===== src/common/dma_channel_control_consts.vh =====
// Constants for the six-channel DMA control block
`ifndef DMA_CHANNEL_CONTROL_CONSTS_VH
`define DMA_CHANNEL_CONTROL_CONSTS_VH

// Sizes
`define NUM_CH 6
`define CTL_W 24
`define CNT_W 16
`define LINE_W 3

// Control register fields
`define GO_BIT 23
`define IRQ_EN_BIT 22
`define MODE_HI 21
`define MODE_LO 19
`define RANK_HI 18
`define RANK_LO 17
`define CTL_RESET 24'h000000

// Transfer mode codes
`define MODE_BLK_REQ 3'h0
`define MODE_WORD_REQ 3'h1
`define MODE_LINE_REQ 3'h2
`define MODE_BLK_GO 3'h3
`define MODE_BLK_REPEAT 3'h4
`define MODE_WORD_REPEAT 3'h5

// Words per line, minus one
`define LINE_LAST 3'h3

// APB region codes and byte addresses
`define REGION_CTL 3'h0
`define REGION_PRESET 3'h1
`define ADDR_STATUS 8'h40
`define ADDR_MASK 8'h44
`define ADDR_BUSY 8'h48

// Fields of the APB byte address
`define REGION_HI 7
`define REGION_LO 5
`define IDX_HI 4
`define IDX_LO 2

// Status, mask and busy readback layout
`define STAT_EOB_HI 5
`define STAT_EOB_LO 0
`define STAT_STOP_HI 13
`define STAT_STOP_LO 8
`define BUSY_HI 5
`define BUSY_LO 0

// Channel phases
`define PH_IDLE 2'h0
`define PH_WAIT 2'h1
`define PH_RUN 2'h2

`endif


===== src/verilog/dma_channel_control.v =====
// Six-channel DMA control registers, sequencing, arbitration and interrupt
//
// Overview of operation
// - Six read/write control registers, all bits cleared by reset.
// - Go bit starts a block in go mode, only arms request modes.
// - Clearing go mid-transfer stops after the word in flight completes.
// - With irq enable, end of block in modes 000 to 011 raises interrupt after counter reload.
// - With irq enable, software clearing go mid-transfer raises interrupt.
// - Pending interrupt held until the service clears it.
// - Irq enable clear means no new interrupt cause from that channel.
// - Mode field at bits 21..19 picks trigger, granularity, go auto-clear.
// - Mode 000: request-started whole block, go cleared at end.
// - Mode 001: one word per request, go cleared at block end.
// - Mode 010: one line per request, go cleared at block end.
// - Mode 011: go alone starts whole block, go cleared at end.
// - Block complete when counter reaches zero and is reloaded.
// - Mode 100: block per first request, go kept, waits next request.
// - Mode 101: word per request, counter reloads at zero, go kept.
// - Rank field at bits 18..17 orders channels; 00 lowest.
`timescale 1ns/1ps
`include "dma_channel_control_consts.vh"

module dma_channel_control (
  // Clock and reset
  input wire I_CLK,
  input wire I_RST_N,
  // APB slave
  input wire I_PSEL,
  input wire I_PENABLE,
  input wire I_PWRITE,
  input wire [7:0] I_PADDR,
  input wire [31:0] I_PWDATA,
  output wire [31:0] O_PRDATA,
  output wire O_PREADY,
  output wire O_PSLVERR,
  // Requesting peripherals
  input wire [5:0] I_DMA_REQ,
  // Transfer side
  output wire [5:0] O_WORD_MOVE,
  output wire [5:0] O_CHAN_BUSY,
  // Interrupt
  output wire O_IRQ
);

  // Mode needs go bit cleared at block end
  function mode_auto_clear;
    input [2:0] m;
    begin
      mode_auto_clear = (m[2] == 1'b0);
    end
  endfunction

  // Mode code is one of the six defined ones
  function mode_valid;
    input [2:0] m;
    begin
      mode_valid = (m[2:1] != 2'h3);
    end
  endfunction

  // Mode starts a block on the go bit alone
  function mode_go_start;
    input [2:0] m;
    begin
      mode_go_start = (m == `MODE_BLK_GO);
    end
  endfunction

  // Mode moves one word per request
  function mode_per_word;
    input [2:0] m;
    begin
      mode_per_word = (m == `MODE_WORD_REQ) || (m == `MODE_WORD_REPEAT);
    end
  endfunction

  // Rank field of one control word
  function [1:0] ch_rank;
    input [`CTL_W-1:0] w;
    begin
      ch_rank = w[`RANK_HI:`RANK_LO];
    end
  endfunction

  // Two cause vectors placed in the status layout; other bits read zero
  function [31:0] pack_causes;
    input [5:0] eob;
    input [5:0] stop;
    begin
      pack_causes = 32'h00000000;
      pack_causes[`STAT_EOB_HI:`STAT_EOB_LO] = eob;
      pack_causes[`STAT_STOP_HI:`STAT_STOP_LO] = stop;
    end
  endfunction

  // Reset synchroniser
  reg rst_meta_q;
  reg rst_n_q;

  // Release through two flops; only the second is used
  // Assertion acts at once; only the release waits two edges
  always @(posedge I_CLK or negedge I_RST_N) begin
    if (!I_RST_N) begin
      rst_meta_q <= 1'b0;
      rst_n_q <= 1'b0;
    end else begin
      rst_meta_q <= 1'b1;
      rst_n_q <= rst_meta_q;
    end
  end

  // Per-channel state
  reg [`CTL_W-1:0] ctl_q [0:`NUM_CH-1];
  reg [`CTL_W-1:0] ctl_d [0:`NUM_CH-1];
  reg [`CNT_W-1:0] preset_q [0:`NUM_CH-1];
  reg [`CNT_W-1:0] preset_d [0:`NUM_CH-1];
  reg [`CNT_W-1:0] cur_q [0:`NUM_CH-1];
  reg [`CNT_W-1:0] cur_d [0:`NUM_CH-1];
  reg [1:0] phase_q [0:`NUM_CH-1];
  reg [1:0] phase_d [0:`NUM_CH-1];
  reg [`LINE_W-1:0] line_q [0:`NUM_CH-1];
  reg [`LINE_W-1:0] line_d [0:`NUM_CH-1];

  // Interrupt state
  reg [5:0] eob_q;
  reg [5:0] stop_q;
  reg [5:0] eob_mask_q;
  reg [5:0] stop_mask_q;
  reg [5:0] eob_set;
  reg [5:0] stop_set;
  reg irq_q;

  // Bus and output flops, with the combinational read data and hit
  reg pready_q;
  reg pslverr_q;
  reg [31:0] prdata_q;
  reg [31:0] rd_data;
  reg rd_hit;
  reg [5:0] move_q;
  reg [5:0] busy_q;

  // Arbitration
  reg [5:0] grant;
  reg [1:0] best_rank;
  reg found;
  integer a;

  // APB decode
  wire access = I_PSEL & I_PENABLE;
  wire wr_en = access & I_PWRITE & pready_q;
  wire [2:0] region = I_PADDR[`REGION_HI:`REGION_LO];
  wire [2:0] idx = I_PADDR[`IDX_HI:`IDX_LO];
  wire idx_ok = (idx < `NUM_CH);

  // Register hits, shared by the write strobes and the read mux
  wire ctl_hit = (region == `REGION_CTL) & idx_ok;
  wire preset_hit = (region == `REGION_PRESET) & idx_ok;
  wire status_hit = (I_PADDR == `ADDR_STATUS);
  wire mask_hit = (I_PADDR == `ADDR_MASK);
  wire busy_hit = (I_PADDR == `ADDR_BUSY);

  // Writes land only at the edge that ends the access
  wire wr_ctl = wr_en & ctl_hit;
  wire wr_preset = wr_en & preset_hit;
  wire wr_status = wr_en & status_hit;
  wire wr_mask = wr_en & mask_hit;

  // Write-one-to-clear masks, zero unless software writes the status word
  wire [5:0] eob_clr = wr_status ? I_PWDATA[`STAT_EOB_HI:`STAT_EOB_LO] : 6'h00;
  wire [5:0] stop_clr = wr_status ? I_PWDATA[`STAT_STOP_HI:`STAT_STOP_LO] : 6'h00;
  // Pending causes that software lets through
  wire [5:0] eob_live = eob_q & eob_mask_q;
  wire [5:0] stop_live = stop_q & stop_mask_q;

  // One word slot per cycle, highest rank wins, lower index breaks ties
  always @* begin
    grant = 6'h00;
    best_rank = 2'h0;
    found = 1'b0;
    for (a = 0; a < `NUM_CH; a = a + 1) begin
      if (phase_q[a] == `PH_RUN &&
          (!found || ch_rank(ctl_q[a]) > best_rank)) begin
        grant = 6'h00;
        grant[a] = 1'b1;
        best_rank = ch_rank(ctl_q[a]);
        found = 1'b1;
      end
    end
  end

  // Channel sequencing and register writes
  integer c;
  reg [2:0] mode;
  reg go;
  reg ien;
  always @* begin
    mode = 3'h0;
    go = 1'b0;
    ien = 1'b0;
    eob_set = 6'h00;
    stop_set = 6'h00;
    for (c = 0; c < `NUM_CH; c = c + 1) begin
      ctl_d[c] = ctl_q[c];
      preset_d[c] = preset_q[c];
      cur_d[c] = cur_q[c];
      phase_d[c] = phase_q[c];
      line_d[c] = line_q[c];
      mode = ctl_q[c][`MODE_HI:`MODE_LO];
      go = ctl_q[c][`GO_BIT];
      ien = ctl_q[c][`IRQ_EN_BIT];
      case (phase_q[c])
        `PH_IDLE: begin
          // Reserved modes never leave idle
          if (go && mode_valid(mode)) begin
            if (mode_go_start(mode)) begin
              phase_d[c] = `PH_RUN;
            end else begin
              phase_d[c] = `PH_WAIT;
            end
          end
        end
        `PH_WAIT: begin
          // Go cleared while armed: idle quietly, no stop cause
          if (!go) begin
            phase_d[c] = `PH_IDLE;
          end else if (I_DMA_REQ[c]) begin
            phase_d[c] = `PH_RUN;
            line_d[c] = `LINE_LAST;
          end
        end
        `PH_RUN: begin
          if (grant[c]) begin
            // Line position runs in every mode but is read in line mode only
            line_d[c] = line_q[c] - 3'h1;
            if (cur_q[c] == {`CNT_W{1'b0}}) begin
              // Block end: reload, then clear go or wait again
              cur_d[c] = preset_q[c];
              if (mode_auto_clear(mode)) begin
                ctl_d[c][`GO_BIT] = 1'b0;
                phase_d[c] = `PH_IDLE;
                eob_set[c] = ien;
              end else begin
                phase_d[c] = `PH_WAIT;
              end
            end else begin
              cur_d[c] = cur_q[c] - 16'h0001;
              if (mode_per_word(mode)) begin
                phase_d[c] = `PH_WAIT;
              end else if (mode == `MODE_LINE_REQ && line_q[c] == 3'h0) begin
                phase_d[c] = `PH_WAIT;
              end
            end
          end
          // Software stop: a granted word still completes this cycle
          if (!go) begin
            phase_d[c] = `PH_IDLE;
            stop_set[c] = ien;
          end
        end
        default: begin
          phase_d[c] = `PH_IDLE;
        end
      endcase
      // A software write overrides hardware go clearing
      if (wr_ctl && idx == c[2:0]) begin
        ctl_d[c] = I_PWDATA[`CTL_W-1:0];
      end
      if (wr_preset && idx == c[2:0]) begin
        preset_d[c] = I_PWDATA[`CNT_W-1:0];
        cur_d[c] = I_PWDATA[`CNT_W-1:0];
      end
    end
  end

  // Channel registers
  // One reset for all fields so no channel wakes half-cleared
  integer r;
  always @(posedge I_CLK or negedge rst_n_q) begin
    if (!rst_n_q) begin
      for (r = 0; r < `NUM_CH; r = r + 1) begin
        ctl_q[r] <= `CTL_RESET;
        preset_q[r] <= {`CNT_W{1'b0}};
        cur_q[r] <= {`CNT_W{1'b0}};
        phase_q[r] <= `PH_IDLE;
        line_q[r] <= {`LINE_W{1'b0}};
      end
    end else begin
      for (r = 0; r < `NUM_CH; r = r + 1) begin
        ctl_q[r] <= ctl_d[r];
        preset_q[r] <= preset_d[r];
        cur_q[r] <= cur_d[r];
        phase_q[r] <= phase_d[r];
        line_q[r] <= line_d[r];
      end
    end
  end

  // Sticky causes; a new event beats a same-cycle clear
  always @(posedge I_CLK or negedge rst_n_q) begin
    if (!rst_n_q) begin
      eob_q <= 6'h00;
      stop_q <= 6'h00;
      eob_mask_q <= 6'h00;
      stop_mask_q <= 6'h00;
      irq_q <= 1'b0;
    end else begin
      eob_q <= (eob_q & ~eob_clr) | eob_set;
      stop_q <= (stop_q & ~stop_clr) | stop_set;
      if (wr_mask) begin
        eob_mask_q <= I_PWDATA[`STAT_EOB_HI:`STAT_EOB_LO];
        stop_mask_q <= I_PWDATA[`STAT_STOP_HI:`STAT_STOP_LO];
      end
      // Masking hides a cause from the pin but leaves it pending
      irq_q <= |(eob_live | stop_live);
    end
  end

  // Read mux; unmapped addresses flag an error
  always @* begin
    rd_data = 32'h00000000;
    rd_hit = 1'b1;
    if (ctl_hit) begin
      rd_data[`CTL_W-1:0] = ctl_q[idx];
    end else if (preset_hit) begin
      rd_data[`CNT_W-1:0] = preset_q[idx];
    end else if (status_hit) begin
      rd_data = pack_causes(eob_q, stop_q);
    end else if (mask_hit) begin
      rd_data = pack_causes(eob_mask_q, stop_mask_q);
    end else if (busy_hit) begin
      rd_data[`BUSY_HI:`BUSY_LO] = busy_q;
    end else begin
      rd_hit = 1'b0;
    end
  end

  // One wait state so read data comes from a flop
  always @(posedge I_CLK or negedge rst_n_q) begin
    if (!rst_n_q) begin
      pready_q <= 1'b0;
      pslverr_q <= 1'b0;
      prdata_q <= 32'h00000000;
    end else begin
      pready_q <= access & ~pready_q;
      pslverr_q <= access & ~pready_q & ~rd_hit;
      if (access && !pready_q && !I_PWRITE) begin
        prdata_q <= rd_data;
      end
    end
  end

  // Transfer side outputs
  // Busy follows the next phase so it rises with the channel leaving idle
  integer b;
  always @(posedge I_CLK or negedge rst_n_q) begin
    if (!rst_n_q) begin
      move_q <= 6'h00;
      busy_q <= 6'h00;
    end else begin
      move_q <= grant;
      for (b = 0; b < `NUM_CH; b = b + 1) begin
        busy_q[b] <= (phase_d[b] != `PH_IDLE);
      end
    end
  end

  assign O_PRDATA = prdata_q;
  assign O_PREADY = pready_q;
  assign O_PSLVERR = pslverr_q;
  assign O_WORD_MOVE = move_q;
  assign O_CHAN_BUSY = busy_q;
  assign O_IRQ = irq_q;

endmodule // dma_channel_control

===== config.mk =====
export PLATFORM = sky130hd
export DESIGN_NAME = dma_channel_control
export DESIGN_NICKNAME = d
export VERILOG_FILES = /design/src/verilog/dma_channel_control.v
export VERILOG_INCLUDE_DIRS = /design/src /design/src/common
export SDC_FILE = /design/constraint.sdc
export NUM_CORES = 1
export LEC_CHECK = 0
export ABC_AREA = 0
export BUFFER_PORTS_ARGS = -buffer_cell sky130_fd_sc_hd__buf_2
export CORE_MARGIN = 8
export CORE_UTILIZATION = 45
export CTS_BUF_LIST = sky130_fd_sc_hd__clkbuf_2 sky130_fd_sc_hd__clkbuf_4 sky130_fd_sc_hd__clkbuf_8
export DETAILED_ROUTE_END_ITERATION = 12
export GPL_TIMING_DRIVEN = 0
export PLACE_DENSITY = 0.67
export SLEW_MARGIN = 20
export SYNTH_ARGS = -nofsm -noshare
export SYNTH_HDL_FRONTEND = slang
export SYNTH_SLANG_ARGS = --single-unit

===== constraint.sdc =====
create_clock -name I_CLK -period 32.2 [get_ports I_CLK]
set_clock_uncertainty 0.1 [all_clocks]
set_input_delay 1.61 -clock I_CLK [delete_from_list [all_inputs] [get_ports I_CLK]]
set_output_delay 1.61 -clock I_CLK [all_outputs]
set_load 0.01 [all_outputs]

==> flow_metrics.py <==
metrics = {
    "timing": {
        "fmax_mhz": 112,
        "tightest_slew_ns": 1.22,
        "fin_crit_sh": 0.278,
        "relSlewSlack": 0.186,
        "rsz0062_at_grt": "false",
        "fin_setup_tns_ns": 0,
        "fin_crit_ns": 8.96,
        "setup_viol": 0,
        "finalHoldViolations": 0,
        "slew_viol_final": 0,
        "fin_ws_ns": 23.24,
    },
    "place": {
        "dpl_worst_slack_ns": 23.47,
        "gp_routability_congestion": 0.981,
        "place_hpwl_microns": 60600,
        "io_buffers": 75,
    },
    "worst_setup_path": {
        "crit_fanout": 10,
        "setup.worst_path.class": "flip-flop to flip-flop",
        "reg2reg_from": "phase_q[10]",
        "crit_end": "eob_q[0]",
        "path_buf_inv": 3,
        "start_kind": "flip-flop",
        "reg2reg_slack_ns": 23.24,
        "crit_path_end_kind": "flip-flop",
        "worst-path-stages": 33,
        "path_delay_family": "compound AO/OA/AOI/OAI gates",
        "r2r-end": "eob_q[0]",
        "arrival_ns": 9.47,
        "cpMostUsedCell": "nor2b_1",
        "slowest_delay_ns": 0.78,
        "critPathRequiredTime_ns": 32.71,
        "startpoint": "phase_q[10]",
        "reg2regPathDepth": 33,
        "cp_slowest_cell": "nor4_1",
    },
    "cells_and_area": {
        "nets": 2540,
        "final_common_cell": "dfrtp_1",
        "area_growth_pct": 13.8,
        "mostFrequentLayoutCells": "dfrtp_1, nand2_1, mux2_2",
        "drive_gt1_frac": 0.206,
    },
    "global_routing": {
        "grt_pass1_vias": 19300,
        "grt_overflow": 0,
        "track_usage": 0.284,
        "grt_max_degree": 57,
        "grt_pass1_wl_microns": 123000,
        "antenna_found_initial": 5,
    },
    "route": {
        "drt_iter0_markers": 1947,
        "vias_per_cell": 6.10,
        "drc": 0,
        "vias": 19500,
        "wl_microns": 82200,
        "firstDrtPassIters": 5,
        "wl_per_cell_microns": 25.8,
        "ant_nets": 0,
    },
    "clock_network": {
        "root_buffer": "clkbuf_8",
        "cts_tree": "done",
        "cts_max_level": 3,
        "worstSkewPairLatency_ns": 0.68,
        "cts_buffer_depth": 3,
        "clk_pin_slew_ns": 0.07,
        "post_cts_buffers": 0,
        "numCtsBuffers": 77,
        "hold_buffers": 0,
        "cts_resized": 0,
        "cts.sinks": 431,
    },
    "power_and_ir_drop": {
        "ir_worst_vdd_uv": 35.2,
        "powerDensity_nw_per_um2": 53.4,
        "leakage_nw": 11.9,
    },
    "logic_synthesis": {
        "yosys.cell_types.count": 84,
        "synthCells": 2291,
        "yosys-top-cells-area": "dfrtp_1, mux2_2, nand2_1",
        "synth_area_leader_cell": "dfrtp_1",
        "ys_warn_count": 0,
        "synth_seq_area_share": 0.476,
        "synth_top_area_frac": 0.476,
        "syn-cell-area_sq_um": 22700,
        "synth_top_flop_cell": "dfrtp_1",
        "synth_edf_count": 0,
        "syn_area_per_cell_sq_um": 9.90,
        "yosys_register_bits": 431,
        "synthArstFlopShare": 1.00,
    },
    "floorplanning": {
        "dieWidth_microns": 240,
        "fp.dieH_microns": 240,
        "dieArea_sq_um": 57800,
        "rows": 82,
        "floorplan.initialDensity": 0.454,
        "io_pins": 98,
        "coreArea_sq_um": 50000,
    },
    "hold_path": {
        "hp-class": "flip-flop to async pin",
    },
    "run_status": {
        "outcome": "complete, no violations",
    },
    "flow_run": {
        "maxCapViolCount": 0,
    },
}
Yosys cell counts, types with 25 or more instances:
| cell | count |
|---|---|
| mux2i_1 | 71 |
| mux4_2 | 40 |
| dfrtp_1 | 431 |
| nand2_1 | 418 |
| o31ai_1 | 29 |
| inv_1 | 76 |
| nor2_1 | 152 |
| a31oi_1 | 40 |
| o21ai_0 | 130 |
| clkbuf_1 | 99 |
| buf_2 | 38 |
| nor3_1 | 51 |
| a21oi_1 | 71 |
| or3_1 | 34 |
| or4_1 | 25 |
| o22ai_1 | 27 |
| ha_1 | 28 |
| o211ai_1 | 33 |
| mux2_2 | 158 |
per-stage QoR:
| stage | util | cell area, sq um | instances | hold WS (ns) | power (mW) |
|---|---|---|---|---|---|
| after floorplan | - | 22700 | 2298 | 0.231 | 0.752 |
| after global placement | 0.479 | 23900 | 3045 | 0.242 | 0.826 |
| after detailed placement | 0.484 | 24200 | 3054 | 0.238 | 0.837 |
| after CTS | 0.516 | 25800 | 3186 | 0.261 | 1.38 |
| after global routing | 0.516 | 25800 | 3187 | 0.274 | 1.43 |
| final | 0.516 | 25800 | 3189 | 0.254 | 1.38 |
layer usage:
metal	wire, microns	track usage
met2	37200	0.438
met5	0	0
met3	6460	0.0614
met4	4480	0.144
met1	34000	0.374
area by class of cell:
| type | count | area [sq um] |
|---|---|---|
| fillers | 4557 | 24200 |
| repair buffers | 84 | 599 |
| multi-input cells | 1630 | 10900 |
| clock buffers | 116 | 1500 |
| plain buffers | 159 | 711 |
| inverters | 78 | 293 |
| well taps | 672 | 841 |
| flip-flops and latches | 431 | 10800 |
| clock inverters | 16 | 124 |
| diodes | 3 | 7.51 |
cells by family (layout without fill, tap and decap cells):
group                      after synthesis  count (layout)  share of synthesized area
AOI/OAI and AO/OA                      478             478                      0.139
DFF                                    431             431                      0.476
other                                    2              12                   0.000331
and+or+nand+nor                        828             828                      0.168
buffers and inverters                  237             453                     0.0440
muxes                                  270             270                      0.150
xor gates and xnor gates                17              17                    0.00657
adders and majority gates               28              28                     0.0155
power by group:
| group | internal, mW | total [mW] | switching (mW) |
|---|---|---|---|
| Sequential | 0.573 | 0.609 | 0.0353 |
| Combinational | 0.0790 | 0.223 | 0.144 |
| Clock | 0.305 | 0.545 | 0.240 |
registers in the layout, indices dropped and copies added (netlist names):
signal,count
stop_q,6
line_q,18
cur_q,96
O_IRQ,1
ch_rank.w,24
O_PSLVERR,1
phase_q,12
ctl_q,120
eob_mask_q,6
O_PREADY,1
O_PRDATA,24
rst_n_q,1
O_CHAN_BUSY,6
stop_mask_q,6
eob_q,6
rst_meta_q,1
O_WORD_MOVE,6
preset_q,96
worst reg2reg max path, delay by kind of cell, from the launching register on:
kind	cells	cell delay, ns
compound gates	13	3.35
fa+ha+maj	5	1.35
buf+inv	3	0.66
flops	1	0.43
mux	1	0.25
simple gates	11	2.78
worst min path at each step:
| stage | from | end | slack, ns | cells past startpoint |
|---|---|---|---|---|
| after floorplan | rst_meta_q | rst_n_q | 0.23 | 0 |
| after global placement | rst_meta_q | rst_n_q | 0.24 | 0 |
| after detailed placement | rst_meta_q | rst_n_q | 0.24 | 0 |
| after CTS | rst_meta_q | rst_n_q | 0.26 | 0 |
| after global routing | rst_meta_q | rst_n_q | 0.27 | 0 |
| final | rst_n_q | cur_q[79] | 0.25 | 0 |
Note: power is estimated with default switching activity, not from simulation.
